$ cat src/hdl/psc_pkg.sv
// constants and types shared by the passive serial configuration port
package psc_pkg;

    localparam int CLK_MHZ           = 125;
    localparam int STATUS_MIN_US     = 10;
    localparam int STATUS_MIN_CYC    = STATUS_MIN_US * CLK_MHZ;
    localparam int POR_DELAY_US      = 100;
    localparam int POR_DELAY_CYC     = POR_DELAY_US * CLK_MHZ;
    localparam int INIT_MIN_US       = 55;
    localparam int INIT_MIN_CYC      = INIT_MIN_US * CLK_MHZ;
    localparam int UCLK_INIT_PERIODS = 8532;
    localparam int INIT_FALL_EDGES   = 2;
    localparam int IMAGE_BITS_DEF    = 1024;
    localparam int CNT_W             = 16;
    localparam int BIT_CNT_W         = 32;
    localparam int BYTE_W            = 8;
    localparam int FIFO_DEPTH        = 16;

    // positions inside the synchronised pin vector
    localparam int SYNC_W      = 7;
    localparam int SYNC_REQ    = 0;
    localparam int SYNC_STATUS = 1;
    localparam int SYNC_DONE   = 2;
    localparam int SYNC_CE     = 3;
    localparam int SYNC_SCLK   = 4;
    localparam int SYNC_SDATA  = 5;
    localparam int SYNC_UCLK   = 6;

    typedef enum logic [8:0] {
        PSC_POR      = 9'h001,
        PSC_CLEAR    = 9'h002,
        PSC_WAIT_CE  = 9'h004,
        PSC_LOAD     = 9'h008,
        PSC_WAIT_DN  = 9'h010,
        PSC_INIT_SYN = 9'h020,
        PSC_INIT     = 9'h040,
        PSC_USER     = 9'h080,
        PSC_ERROR    = 9'h100
    } psc_state_e;

endpackage

$ cat src/hdl/psc_sync.sv
// two-stage synchroniser for a vector of asynchronous pin levels
`timescale 1ns/1ps
`default_nettype none
module psc_sync #(
    parameter int          WIDTH = 1,
    parameter logic [63:0] INIT  = 64'h0
) (
    input  wire logic             clock,
    input  wire logic             resetn,
    input  wire logic [WIDTH-1:0] async_in,
    output var  logic [WIDTH-1:0] sync_out
);
    logic [WIDTH-1:0] stage1;

    always_ff @(posedge clock or negedge resetn) begin
        if (!resetn) begin
            stage1   <= INIT[WIDTH-1:0];
            sync_out <= INIT[WIDTH-1:0];
        end else begin
            stage1   <= async_in;
            sync_out <= stage1;
        end
    end
endmodule // psc_sync
`default_nettype wire

$ cat src/hdl/psc_fifo.sv
// synchronous fifo with valid/ready on both sides
`timescale 1ns/1ps
`default_nettype none
module psc_fifo #(
    parameter int WIDTH = 8,
    parameter int DEPTH = 16
) (
    input  wire logic             clock,
    input  wire logic             resetn,
    input  wire logic [WIDTH-1:0] in_data,
    input  wire logic             in_valid,
    output logic                  in_ready,
    output logic      [WIDTH-1:0] out_data,
    output logic                  out_valid,
    input  wire logic             out_ready
);
    localparam int AW = $clog2(DEPTH);

    logic [WIDTH-1:0] mem [DEPTH];
    logic [AW-1:0]    wr_ptr;
    logic [AW-1:0]    rd_ptr;
    logic [AW:0]      count;
    logic             push;
    logic             pop;

    assign in_ready  = (count != (AW+1)'(DEPTH));
    assign out_valid = (count != '0);
    assign push      = in_valid && in_ready;
    assign pop       = out_valid && out_ready;
    assign out_data  = mem[rd_ptr];

    always_ff @(posedge clock) begin
        if (push) begin
            mem[wr_ptr] <= in_data;
        end
    end

    always_ff @(posedge clock or negedge resetn) begin
        if (!resetn) begin
            wr_ptr <= '0;
            rd_ptr <= '0;
            count  <= '0;
        end else begin
            if (push) begin
                wr_ptr <= (wr_ptr == AW'(DEPTH-1)) ? '0 : wr_ptr + 1'b1;
            end
            if (pop) begin
                rd_ptr <= (rd_ptr == AW'(DEPTH-1)) ? '0 : rd_ptr + 1'b1;
            end
            count <= count + (AW+1)'(push) - (AW+1)'(pop);
        end
    end
endmodule // psc_fifo
`default_nettype wire

$ cat src/hdl/psc_config_port.sv
// passive serial configuration port, device side
//
// Function
// one bit taken per shift clock rise
// host sends each byte LSB first
// host clocks until complete line rises
// user mode keeps lines high; request restarts
// status held low during power-on delay
// complete low from power-up through loading
// complete and status low within 800 ns
// host holds request low 2 us minimum
// status low pulse 10 to 500 us
// status released within 500 us after request
// host waits 500 us before first clock
// host waits 2 us after status high
// two falling clock edges start initialisation
// oscillator init: user mode 55-150 us
// user init clock: enable, then 8532 periods
// finished device drives chain output low
// wired complete line gates joint user entry
// error pulls status low, halts chain
// tied chain inputs load concurrently, together
// host keeps shift clock driven afterwards
// serial data pin stays dedicated
// unchained chain output may stay unused
// host watches status, restarts on fall
`timescale 1ns/1ps
`default_nettype none
module psc_config_port #(
    parameter int IMAGE_BITS   = psc_pkg::IMAGE_BITS_DEF,
    parameter int POR_CYC      = psc_pkg::POR_DELAY_CYC,
    parameter int INIT_CYC     = psc_pkg::INIT_MIN_CYC,
    parameter int UCLK_PERIODS = psc_pkg::UCLK_INIT_PERIODS
) (
    input  wire logic                       clock,
    input  wire logic                       resetn,
    input  wire logic                       config_request_n,
    input  wire logic                       config_status_n_in,
    output logic                            config_status_n_out,
    output logic                            config_status_n_oe_n,
    input  wire logic                       config_complete_in,
    output logic                            config_complete_out,
    output logic                            config_complete_oe_n,
    input  wire logic                       chain_enable_in_n,
    output logic                            chain_enable_out_n,
    input  wire logic                       config_serial_in,
    input  wire logic                       config_shift_clock,
    input  wire logic                       user_init_clock,
    input  wire logic                       user_init_clock_option,
    input  wire logic                       config_error,
    output logic [psc_pkg::BYTE_W-1:0]      cfg_byte,
    output logic                            cfg_byte_valid,
    input  wire logic                       cfg_byte_ready,
    output logic                            init_clock_enabled,
    output logic                            user_mode
);
    import psc_pkg::*;

    psc_state_e             state;
    psc_state_e             next_state;
    logic [SYNC_W-1:0]      pins;
    logic                   sclk_prev;
    logic                   uclk_prev;
    logic                   sclk_rise;
    logic                   sclk_fall;
    logic                   uclk_rise;
    logic                   req_low;
    logic [CNT_W-1:0]       cnt;
    logic                   cnt_inc;
    logic [BIT_CNT_W-1:0]   bit_cnt;
    logic [BYTE_W-1:0]      shreg;
    logic [2:0]             bit_idx;
    logic [BYTE_W-1:0]      push_data;
    logic                   push_valid;
    logic                   push_ready;
    logic                   overflow;
    logic                   last_bit;

    // pins cross into the clock domain; idle levels are high except the chain enable
    psc_sync #(
        .WIDTH (SYNC_W),
        .INIT  (64'h0000_0000_0000_0077)
    ) u_sync (
        .clock    (clock),
        .resetn   (resetn),
        .async_in ({user_init_clock, config_serial_in, config_shift_clock,
                    chain_enable_in_n, config_complete_in, config_status_n_in,
                    config_request_n}),
        .sync_out (pins)
    );

    always_ff @(posedge clock or negedge resetn) begin
        if (!resetn) begin
            sclk_prev <= 1'b1;
            uclk_prev <= 1'b1;
        end else begin
            sclk_prev <= pins[SYNC_SCLK];
            uclk_prev <= pins[SYNC_UCLK];
        end
    end

    // edge detect
    assign sclk_rise = pins[SYNC_SCLK] && !sclk_prev;
    assign sclk_fall = !pins[SYNC_SCLK] && sclk_prev;
    assign uclk_rise = pins[SYNC_UCLK] && !uclk_prev;
    assign req_low   = !pins[SYNC_REQ];
    assign last_bit  = (bit_cnt == BIT_CNT_W'(IMAGE_BITS - 1));
    assign overflow  = push_valid && !push_ready;

    always_comb begin
        next_state = state;
        unique case (state)
            // power-on hold
            PSC_POR: begin
                if (cnt >= CNT_W'(POR_CYC - 1)) begin
                    next_state = PSC_CLEAR;
                end
            end
            // minimum pulse, stretched by request
            PSC_CLEAR: begin
                if (cnt >= CNT_W'(STATUS_MIN_CYC - 1) && !req_low) begin
                    next_state = PSC_WAIT_CE;
                end
            end
            // chain enable gates loading
            PSC_WAIT_CE: begin
                if (pins[SYNC_STATUS] && !pins[SYNC_CE]) begin
                    next_state = PSC_LOAD;
                end
            end
            // own or external error halts
            PSC_LOAD: begin
                if (!pins[SYNC_STATUS] || config_error || overflow) begin
                    next_state = PSC_ERROR;
                end else if (sclk_rise && last_bit) begin
                    next_state = PSC_WAIT_DN;
                end
            end
            // wait for every device to release
            PSC_WAIT_DN: begin
                if (!pins[SYNC_STATUS] || config_error) begin
                    next_state = PSC_ERROR;
                end else if (pins[SYNC_DONE]) begin
                    next_state = PSC_INIT_SYN;
                end
            end
            // two falling edges
            PSC_INIT_SYN: begin
                if (cnt >= CNT_W'(INIT_FALL_EDGES)) begin
                    next_state = PSC_INIT;
                end
            end
            // initialisation length
            PSC_INIT: begin
                if (user_init_clock_option) begin
                    if (cnt >= CNT_W'(UCLK_PERIODS)) begin
                        next_state = PSC_USER;
                    end
                end else if (cnt >= CNT_W'(INIT_CYC - 1)) begin
                    next_state = PSC_USER;
                end
            end
            PSC_USER: begin
                next_state = PSC_USER;
            end
            PSC_ERROR: begin
                next_state = PSC_ERROR;
            end
            default: begin
                next_state = PSC_CLEAR;
            end
        endcase
        // request low restarts from any state after power-on
        if (req_low && state != PSC_POR && state != PSC_CLEAR) begin
            next_state = PSC_CLEAR;
        end
    end

    always_ff @(posedge clock or negedge resetn) begin
        if (!resetn) begin
            state <= PSC_POR;
        end else begin
            state <= next_state;
        end
    end

    // one counter, its event chosen by the state
    always_comb begin
        unique case (state)
            PSC_INIT_SYN: cnt_inc = sclk_fall;
            PSC_INIT:     cnt_inc = user_init_clock_option ? uclk_rise : 1'b1;
            default:      cnt_inc = 1'b1;
        endcase
    end

    always_ff @(posedge clock or negedge resetn) begin
        if (!resetn) begin
            cnt <= '0;
        end else if (next_state != state) begin
            cnt <= '0;
        end else if (cnt_inc && cnt != '1) begin
            cnt <= cnt + 1'b1;
        end
    end

    // bits shifted in LSB first
    always_ff @(posedge clock or negedge resetn) begin
        if (!resetn) begin
            shreg   <= '0;
            bit_idx <= '0;
            bit_cnt <= '0;
        end else if (state != PSC_LOAD) begin
            bit_idx <= '0;
            bit_cnt <= '0;
        end else if (sclk_rise) begin
            shreg   <= {pins[SYNC_SDATA], shreg[BYTE_W-1:1]};
            bit_idx <= bit_idx + 1'b1;
            bit_cnt <= bit_cnt + 1'b1;
        end
    end

    always_ff @(posedge clock or negedge resetn) begin
        if (!resetn) begin
            push_valid <= 1'b0;
            push_data  <= '0;
        end else begin
            push_valid <= (state == PSC_LOAD) && sclk_rise && (bit_idx == 3'h7);
            if (sclk_rise && bit_idx == 3'h7) begin
                push_data <= {pins[SYNC_SDATA], shreg[BYTE_W-1:1]};
            end
        end
    end

    // a full fifo cannot stall the host, so it counts as an error
    psc_fifo #(
        .WIDTH (BYTE_W),
        .DEPTH (FIFO_DEPTH)
    ) u_fifo (
        .clock     (clock),
        .resetn    (resetn),
        .in_data   (push_data),
        .in_valid  (push_valid),
        .in_ready  (push_ready),
        .out_data  (cfg_byte),
        .out_valid (cfg_byte_valid),
        .out_ready (cfg_byte_ready)
    );

    // enable user init clock as the state enters PSC_INIT_SYN, before the two falling edges
    always_ff @(posedge clock or negedge resetn) begin
        if (!resetn) begin
            init_clock_enabled <= 1'b0;
        end else begin
            init_clock_enabled <= user_init_clock_option &&
                                  (next_state == PSC_INIT || next_state == PSC_INIT_SYN);
        end
    end

    // open-drain lines: value is always low, enable low means pulling
    assign config_status_n_out  = 1'b0;
    assign config_complete_out  = 1'b0;

    // pin controls come from flops: a decode of two one-hot bits may glitch
    // on a state change and pull a wired line that other devices watch
    // status pulled in reset pulse and after error
    always_ff @(posedge clock or negedge resetn) begin
        if (!resetn) begin
            config_status_n_oe_n <= 1'b0;
        end else begin
            config_status_n_oe_n <= !(next_state == PSC_POR || next_state == PSC_CLEAR ||
                                      next_state == PSC_ERROR);
        end
    end

    // complete released only once this image is in
    always_ff @(posedge clock or negedge resetn) begin
        if (!resetn) begin
            config_complete_oe_n <= 1'b0;
        end else begin
            config_complete_oe_n <= (next_state == PSC_WAIT_DN ||
                                     next_state == PSC_INIT_SYN ||
                                     next_state == PSC_INIT ||
                                     next_state == PSC_USER);
        end
    end

    // chain output low once this device is loaded
    always_ff @(posedge clock or negedge resetn) begin
        if (!resetn) begin
            chain_enable_out_n <= 1'b1;
        end else begin
            chain_enable_out_n <= !(next_state == PSC_WAIT_DN ||
                                    next_state == PSC_INIT_SYN ||
                                    next_state == PSC_INIT ||
                                    next_state == PSC_USER);
        end
    end

    // user mode
    always_ff @(posedge clock or negedge resetn) begin
        if (!resetn) begin
            user_mode <= 1'b0;
        end else begin
            user_mode <= (next_state == PSC_USER);
        end
    end

endmodule // psc_config_port
`default_nettype wire

$ cat config.mk
export PLATFORM = sky130hd
export DESIGN_NAME = psc_config_port
export DESIGN_NICKNAME = d
export VERILOG_FILES = /design/src/hdl/psc_pkg.sv /design/src/hdl/psc_sync.sv /design/src/hdl/psc_fifo.sv /design/src/hdl/psc_config_port.sv
export SDC_FILE = /design/constraint.sdc
export NUM_CORES = 1
export LEC_CHECK = 0
export ABC_CLOCK_PERIOD_IN_PS = 4700
export BUFFER_PORTS_ARGS = -buffer_cell sky130_fd_sc_hd__buf_2
export CAP_MARGIN = 0
export CORE_UTILIZATION = 65
export DETAILED_ROUTE_END_ITERATION = 16
export MAX_ROUTING_LAYER = met4
export PLACE_DENSITY = 0.81
export SYNTH_ARGS = -nofsm -noshare
export SYNTH_HDL_FRONTEND = slang
export SYNTH_HIERARCHICAL = 1
export SYNTH_SLANG_ARGS = --single-unit
$ cat constraint.sdc
create_clock -name clock -period 4.7 [get_ports clock]
set_input_delay 0.705 -clock clock [delete_from_list [all_inputs] [get_ports clock]]
set_output_delay 0.705 -clock clock [all_outputs]
set_load 0.005 [all_outputs]
==> summary.md, run 1 <==
| Metric | Value |
|---|---|
| First-iteration detailed-routing DRC count | `625` |
| Vias in the first global route | `6908` |
| Synthesized area per cell | `13.3 um^2` |
| Total of max-cap violations | `0` |
| Async set-reset flop share out of synthesis | `46.2%` |
| DR WL/cell | `20.6 um` |
| Ranking of synthesized cells by area | `edfxtp_1 (35%), dfrtp_1 (21%), dfstp_2 (3.8%)` |
| Status | `finished clean` |
| Maximum vdd drop | `0.000268 V` |
| CTS tree | `yes` |
| GPL Wtd Cong | `0.928` |
| Cell Pwr Density | `402 nW/um^2` |
| Skew-Pair Late Insertion Delay | `0.50 ns` |
| Register area share after synthesis | `60.0%` |
| Fin. Hold Viols | `0` |
| Fin crit period | `3.57 ns` |
| Hold Crit Class | `input pin to async pin` |
| Root Buffer | `clkbuf_16` |
| Vias per std cell | `6.29` |
| Fmax | `0.280 GHz` |
| Vias | `6786` |
| Setup_tns | `0 ns` |
| First-pass GRT wire length | `36500 um` |
| DRC Markers | `0` |
| Area Overhead vs Synth | `7.92%` |
| Setup violations, final | `0` |
| Post-CTS resize count | `0` |
| Util after Layout | `71.8%` |
| Number of synthesized flops with an enable pin | `128` |
| First-pass DRT Iterations | `5` |
| H-tree depth | `1` |
| Worst r2r path cells | `8` |
| Least-Margin Pin Slew | `1.06 ns` |
| Die W | `132 um` |
| Worst setup EP type | `primary output` |
| TritonCTS Buffers | `23` |
| Initial Util | `66.5%` |
| Rel. slew slack | `29.4%` |
| Critical Path RT | `3.99 ns` |
| RSZ-0062 raised after global routing | `no` |
| Total grt overflow | `0` |
| Clk sinks | `238` |
| Mapped Cells | `831` |
| CP Data Arrival Time | `2.86 ns` |
| Port bufs | `25` |
| Reg2Reg Capture Point | `cnt[2]` |
| Slew Limit Fails | `0` |
| GRT Total Usage | `27.6%` |
| Share of post-route cells with drive strength above 1 | `18.1%` |
| Die area | `17500 um^2` |
| CP Class | `register to primary output` |
| Commonest cells post-synth | `edfxtp_1 (128), dfrtp_1 (94), nor2_1 (66)` |
| FF-to-FF setup slack | `1.46 ns` |
| CP Launch Type | `register` |
| DP Wirelength | `14800 um` |
| FF+latch count, synth | `238` |
| Crit-path max FO | `20` |
| Max Clock Skew | `0.0189 ns` |
| Pleak | `4.24 nW` |
| Worst Hold Slack | `0.303 ns` |
| Largest net degree at the start of global routing | `69` |
| Detailed Route WL | `22200 um` |
| Cell Area, Synth | `11000 um^2` |
| Core Region | `16600 um^2` |
| Yosys top cell area share | `34.9%` |
| Synth Warn # | `6` |
| Initial antenna violation count | `0` |
| Post-synth cell types | `80` |
| Most frequent cell after synthesis | `edfxtp_1` |
| Clk buf depth | `3` |
| Worst reg2reg path startpoint | `state[1]` |
| Setup Fix Bufs, Post-CTS | `0` |
| Row count | `47` |
| # diodes | `0` |
| DRT antenna net count | `0` |
| Die height | `132 um` |
| Fin nets | `874` |
| Reg clk slew, reported paths | `0.06 ns` |
| Yosys top cell by area | `edfxtp_1` |
| Post-CTS Hold Fix Bufs | `0` |
| Num ports | `28` |
| Period utilization | `75.9%` |
| Synth Flop Type | `edfxtp_1` |
layout by cell type (no fill, tap or decap), types with 5 or more instances in the layout:
cell type	count
a21oi_1	16
a221oi_1	8
a221oi_2	9
a22oi_1	10
and2_1	7
and3_1	18
and4_1	10
buf_2	24
buf_4	10
clkbuf_16	23
clkinv_2	5
dfrtp_1	93
dfstp_2	16
edfxtp_1	128
ha_1	18
inv_1	30
mux2_2	15
mux2i_1	36
mux4_2	16
nand2_1	45
nand3_1	22
nand4_1	15
nor2_1	66
nor2b_1	8
nor3_1	13
nor4_1	23
nor4_2	12
o21ai_0	21
xnor2_1	27
xor2_1	25
cell type report:
| cell class | count | area [um^2] |
|---|---|---|
| Clock inverter | 11 | 95.1 |
| Clock buffer | 29 | 612 |
| Inverter | 31 | 119 |
| Timing Repair Buffer | 34 | 195 |
| Tap cell | 220 | 275 |
| Fill cell | 1107 | 4680 |
| Multi-Input combinational cell | 515 | 3990 |
| Sequential cell | 238 | 6620 |
worst max-delay path, cell delays in order (launching register included):
cell      delay (ns)
dfrtp_1         0.90
nor2b_1         0.14
buf_4           0.27
a221oi_1        0.54
a22oi_1         0.25
nand2_1         0.14
buf_2           0.12
metrics by stage:
step                total power, mW  instances  worst slack [ns]  cell area [um^2]
CTS                            4.82       1078              1.13             11900
global placement               3.03       1038              1.59             11200
floorplan                      2.94        832              2.11             11000
finish                         4.78       1078              1.13             11900
detailed placement             3.08       1038              1.45             11200
global route                   4.95       1078              1.01             11900
cells by family after synthesis:
group                    synth area share (%)
multiplexers                             8.20
flip-flops                               60.0
AND/OR/NAND/NOR                          14.5
AO/OA/AOI/OAI                            7.00
other                                  0.0340
XOR/XNOR                                 4.13
adder cells (fa/ha/maj)                  2.22
buffers and inverters                    3.88
worst max-delay path by stage:
stage | startpoint | end | slack [ns]
floorplan | u_fifo/count[2] | u_fifo/count[4] | 2.11
global route | u_fifo/rd_ptr[1] | cfg_byte[1] | 1.01
detailed placement | state[8] | cnt[2] | 1.45
finish | u_fifo/rd_ptr[1] | cfg_byte[1] | 1.13
global placement | state[8] | cnt[1] | 1.59
CTS | u_fifo/rd_ptr[1] | cfg_byte[1] | 1.13
registers in the layout (all words and copies together), names as in the netlist, 4 cells and up:
register / count
u_fifo/mem: 128
bit_cnt: 32
u_fifo/rd_ptr: 4
u_fifo/wr_ptr: 4
cnt: 16
u_fifo/count: 5
shreg: 7
u_sync/stage1: 7
state: 9
u_sync/sync_out: 7
push_data: 8
report_power, final:
part / switching, mW / internal, mW
clock network: 0.751 / 0.983
logic: 0.357 / 0.303
registers: 0.153 / 2.24
layer usage:
metal	track usage (%)	share of wire (%)
met5	-	0
met1	34.8	41
met3	3.00	4.8
met4	10.1	2.9
met2	46.7	52
No activity file was read; power rests on OpenSTA's default activity.
==> run 2, diff against run 1 <==
--- a/config.mk
+++ b/config.mk
@@ -5,13 +5,13 @@
 export SDC_FILE = /design/constraint.sdc
 export NUM_CORES = 1
 export LEC_CHECK = 0
-export ABC_CLOCK_PERIOD_IN_PS = 4700
+export ABC_CLOCK_PERIOD_IN_PS = 3300
 export BUFFER_PORTS_ARGS = -buffer_cell sky130_fd_sc_hd__buf_2
 export CAP_MARGIN = 0
-export CORE_UTILIZATION = 65
+export CORE_UTILIZATION = 62
 export DETAILED_ROUTE_END_ITERATION = 16
 export MAX_ROUTING_LAYER = met4
-export PLACE_DENSITY = 0.81
+export PLACE_DENSITY = 0.78
 export SYNTH_ARGS = -nofsm -noshare
 export SYNTH_HDL_FRONTEND = slang
 export SYNTH_HIERARCHICAL = 1
==> constraint.sdc (replaced) <==
create_clock -name clock -period 3.3 [get_ports clock]
set_input_delay 0.495 -clock clock [delete_from_list [all_inputs] [get_ports clock]]
set_output_delay 0.495 -clock clock [all_outputs]
set_load 0.005 [all_outputs]
==> run 2 against run 1 <==
Effect of this change: sequential share of layout area down 0.76 points; non-clock buffer count increased by 4; sequential power rose by 40%; wire length increased by 0.63%; combinational power up 52%; global-route usage fell by 1.3 points; critical path depth is 1 lower.
==> summary.md, run 2 (synthesized netlist as in run 1, its figures left out) <==
| Metric | Value |
|---|---|
| Fin nets | `880 (+0.69%)` |
| Vias | `6838 (+0.77%)` |
| Largest net degree at the start of global routing | `53 (-23%)` |
| Vias in the first global route | `6957 (+0.71%)` |
| Initial Util | `63.5% (-3.0 points)` |
| DR WL/cell | `20.5 um (-0.76%)` |
| Period utilization | `94.0%` |
| First-pass DRT Iterations | `5 (unchanged)` |
| Die area | `18300 um^2 (+4.8%)` |
| Core Region | `17400 um^2 (+4.7%)` |
| Post-CTS resize count | `0 (unchanged)` |
| Fin crit period | `3.10 ns` |
| Die height | `135 um (+2.4%)` |
| Share of post-route cells with drive strength above 1 | `18.5% (+0.48 points)` |
| CP Data Arrival Time | `2.61 ns (-0.25 ns)` |
| CP Launch Type | `register` |
| Detailed Route WL | `22400 um (+0.63%)` |
| Status | `finished clean` |
| Setup violations, final | `0 (unchanged)` |
| Reg clk slew, reported paths | `0.06 ns (about the same)` |
| Total of max-cap violations | `0 (unchanged)` |
| Cell Pwr Density | `588 nW/um^2 (+46%)` |
| Clk buf depth | `3 (unchanged)` |
| Dpl ws | `0.507 ns (-0.943 ns)` |
| GRT Total Usage | `26.3% (-1.3 points)` |
| Root Buffer | `clkbuf_16` |
| Slew Limit Fails | `0 (unchanged)` |
| Placed insts | `1047 (+0.87%)` |
| Most used routing layer | `met2` |
| Crit-path max FO | `25 (+25%)` |
| Slowest cell on crit path | `dfrtp_2` |
| Filler Cell Count | `1208 (+9.1%)` |
| Max Clock Skew | `0.0205 ns (+0.00160 ns)` |
| Met3 usage | `3.18% (+0.18 points)` |
| Vias per std cell | `6.26 (-0.62%)` |
| DRC Markers | `0 (unchanged)` |
| Clk sinks | `238 (unchanged)` |
| CP Class | `register to primary output` |
| Total grt overflow | `0 (unchanged)` |
| Worst path cell trace | `buf_12, mux4_2, a22oi_1, nand2_1, buf_2` |
| Largest regs | `u_fifo/mem: 128 flops, bit_cnt: 32 flops, cnt: 16 flops` |
| Worst setup margin | `0.197 ns (-0.936 ns)` |
| First-iteration detailed-routing DRC count | `677 (+8.3%)` |
| Num ports | `28 (unchanged)` |
| Setup Fix Bufs, Post-CTS | `0 (unchanged)` |
| Rel. slew slack | `43.6% (+14 points)` |
| H-tree depth | `1 (unchanged)` |
| DP Wirelength | `14900 um (+0.82%)` |
| DRT antenna net count | `0 (unchanged)` |
| GPL Wtd Cong | `0.897 (-3.3%)` |
| Critical Path RT | `2.80 ns (-1.19 ns)` |
| Commonest non-fill, non-tap cell in the layout | `edfxtp_1` |
| CTS tree | `yes` |
| Met1 global-route usage | `34.6% (-0.16 points)` |
| TritonCTS Buffers | `25 (+8.7%)` |
| RSZ-0062 raised after global routing | `no` |
| First-pass GRT wire length | `36300 um (-0.49%)` |
| Post-CTS Hold Fix Bufs | `0 (unchanged)` |
| Initial antenna violation count | `0 (unchanged)` |
| Fmax | `0.322 GHz` |
| Max reg flops | `128 (unchanged)` |
| Die W | `135 um (+2.4%)` |
| Commonest non-fill, non-tap cells in the layout | `edfxtp_1 (128), dfrtp_1 (93), nor2_1 (66)` |
| Area Overhead vs Synth | `9.41%` |
| Least-Margin Pin Slew | `0.847 ns (-0.212 ns)` |
| # diodes | `0 (unchanged)` |
| Setup_tns | `0 ns (unchanged)` |
| Largest Register | `u_fifo/mem` |
| Port bufs | `25 (unchanged)` |
| Final std cells w/o fill | `1093 (+1.4%)` |
| Skew-Pair Late Insertion Delay | `0.51 ns (about the same)` |
| Pleak | `4.31 nW (+1.8%)` |
| Hold Crit Class | `input pin to async pin` |
| Fin. Hold Viols | `0 (unchanged)` |
| Maximum vdd drop | `0.000546 V (+100%)` |
| Met2 Track Usage GR | `42.6% (-4.1 points)` |
| Worst setup EP type | `primary output` |
| Row count | `48 (+2.1%)` |
| Crit path largest cell delay | `0.82 ns (-0.08 ns)` |
[run 2: changes by cell type in the layout (fill, tap and decap cells not counted), sizes merged]
cell    previous run  this run
buf               34        38
bufinv             1         3
clkbuf            29        32
clkinv             7         9
inv               33        32
[run 2: path summary, 6_finish.rpt]
| check | endpoint | depth (start not counted) | startpoint | slack, ns |
|---|---|---|---|---|
| max in group asynchronous | u_sync/stage1[6] | 2 | resetn | 2.54 |
| max | cfg_byte[5] | 5 | u_fifo/rd_ptr[0] | 0.20 |
| min | cnt[9] | 1 | resetn | 0.03 |
| max reg2reg | u_fifo/count[4] | 14 | u_fifo/count[3] | 0.42 |
| min in group clock | u_sync/stage1[2] | 1 | config_complete_in | 0.08 |
| min reg2reg | uclk_prev | 0 | u_sync/sync_out[6] | 0.35 |
[run 2: worst max-delay path: cells and delay by family (launching register included)]
| kind | cells | cell delay, ns |
|---|---|---|
| multiplexers | 1 | 0.56 |
| buffers and inverters | 2 | 0.40 |
| AO/OA/AOI/OAI | 1 | 0.21 |
| flip-flops | 1 | 0.82 |
| AND/OR/NAND/NOR | 1 | 0.07 |
[run 2: metrics by stage]
| step | instance area, um^2 | total power [mW] | util [%] | hold slack, ns |
|---|---|---|---|---|
| 4_1_cts | 12100 | 7.16 | 69.5 | 0.0518 |
| 2_1_floorplan | 11000 | 4.19 | - | 0.199 |
| 6_report | 12100 | 7.09 | 69.5 | 0.0257 |
| 3_5_place_dp | 11300 | 4.40 | 64.9 | 0.347 |
| 3_3_place_gp | 11300 | 4.34 | 64.9 | 0.334 |
| 5_1_grt | 12100 | 7.35 | 69.5 | 0.0601 |
[run 2: per-layer routing]
metal  up-vias  part of all wire, %
met5         -                    0
met4         0                  2.9
met3        54                  5.2
met2       254                   50
met1      3400                   42
li1       3130                    -
[run 2: final cells by class]
class / instances / area (um^2) / area share (%)
tap: 225 / 282 / 2.33
clock inverter: 14 / 148 / 1.22
multi-input combinational: 515 / 3990 / 33.0
timing repair buffer: 38 / 250 / 2.07
sequential: 238 / 6620 / 54.8
inverter: 31 / 119 / 0.985
clock buffer: 32 / 662 / 5.49
[run 2: report_power, final]
group,internal [mW],switching [mW]
clock,1.65,1.10
sequential,3.19,0.155
combinational,0.453,0.550
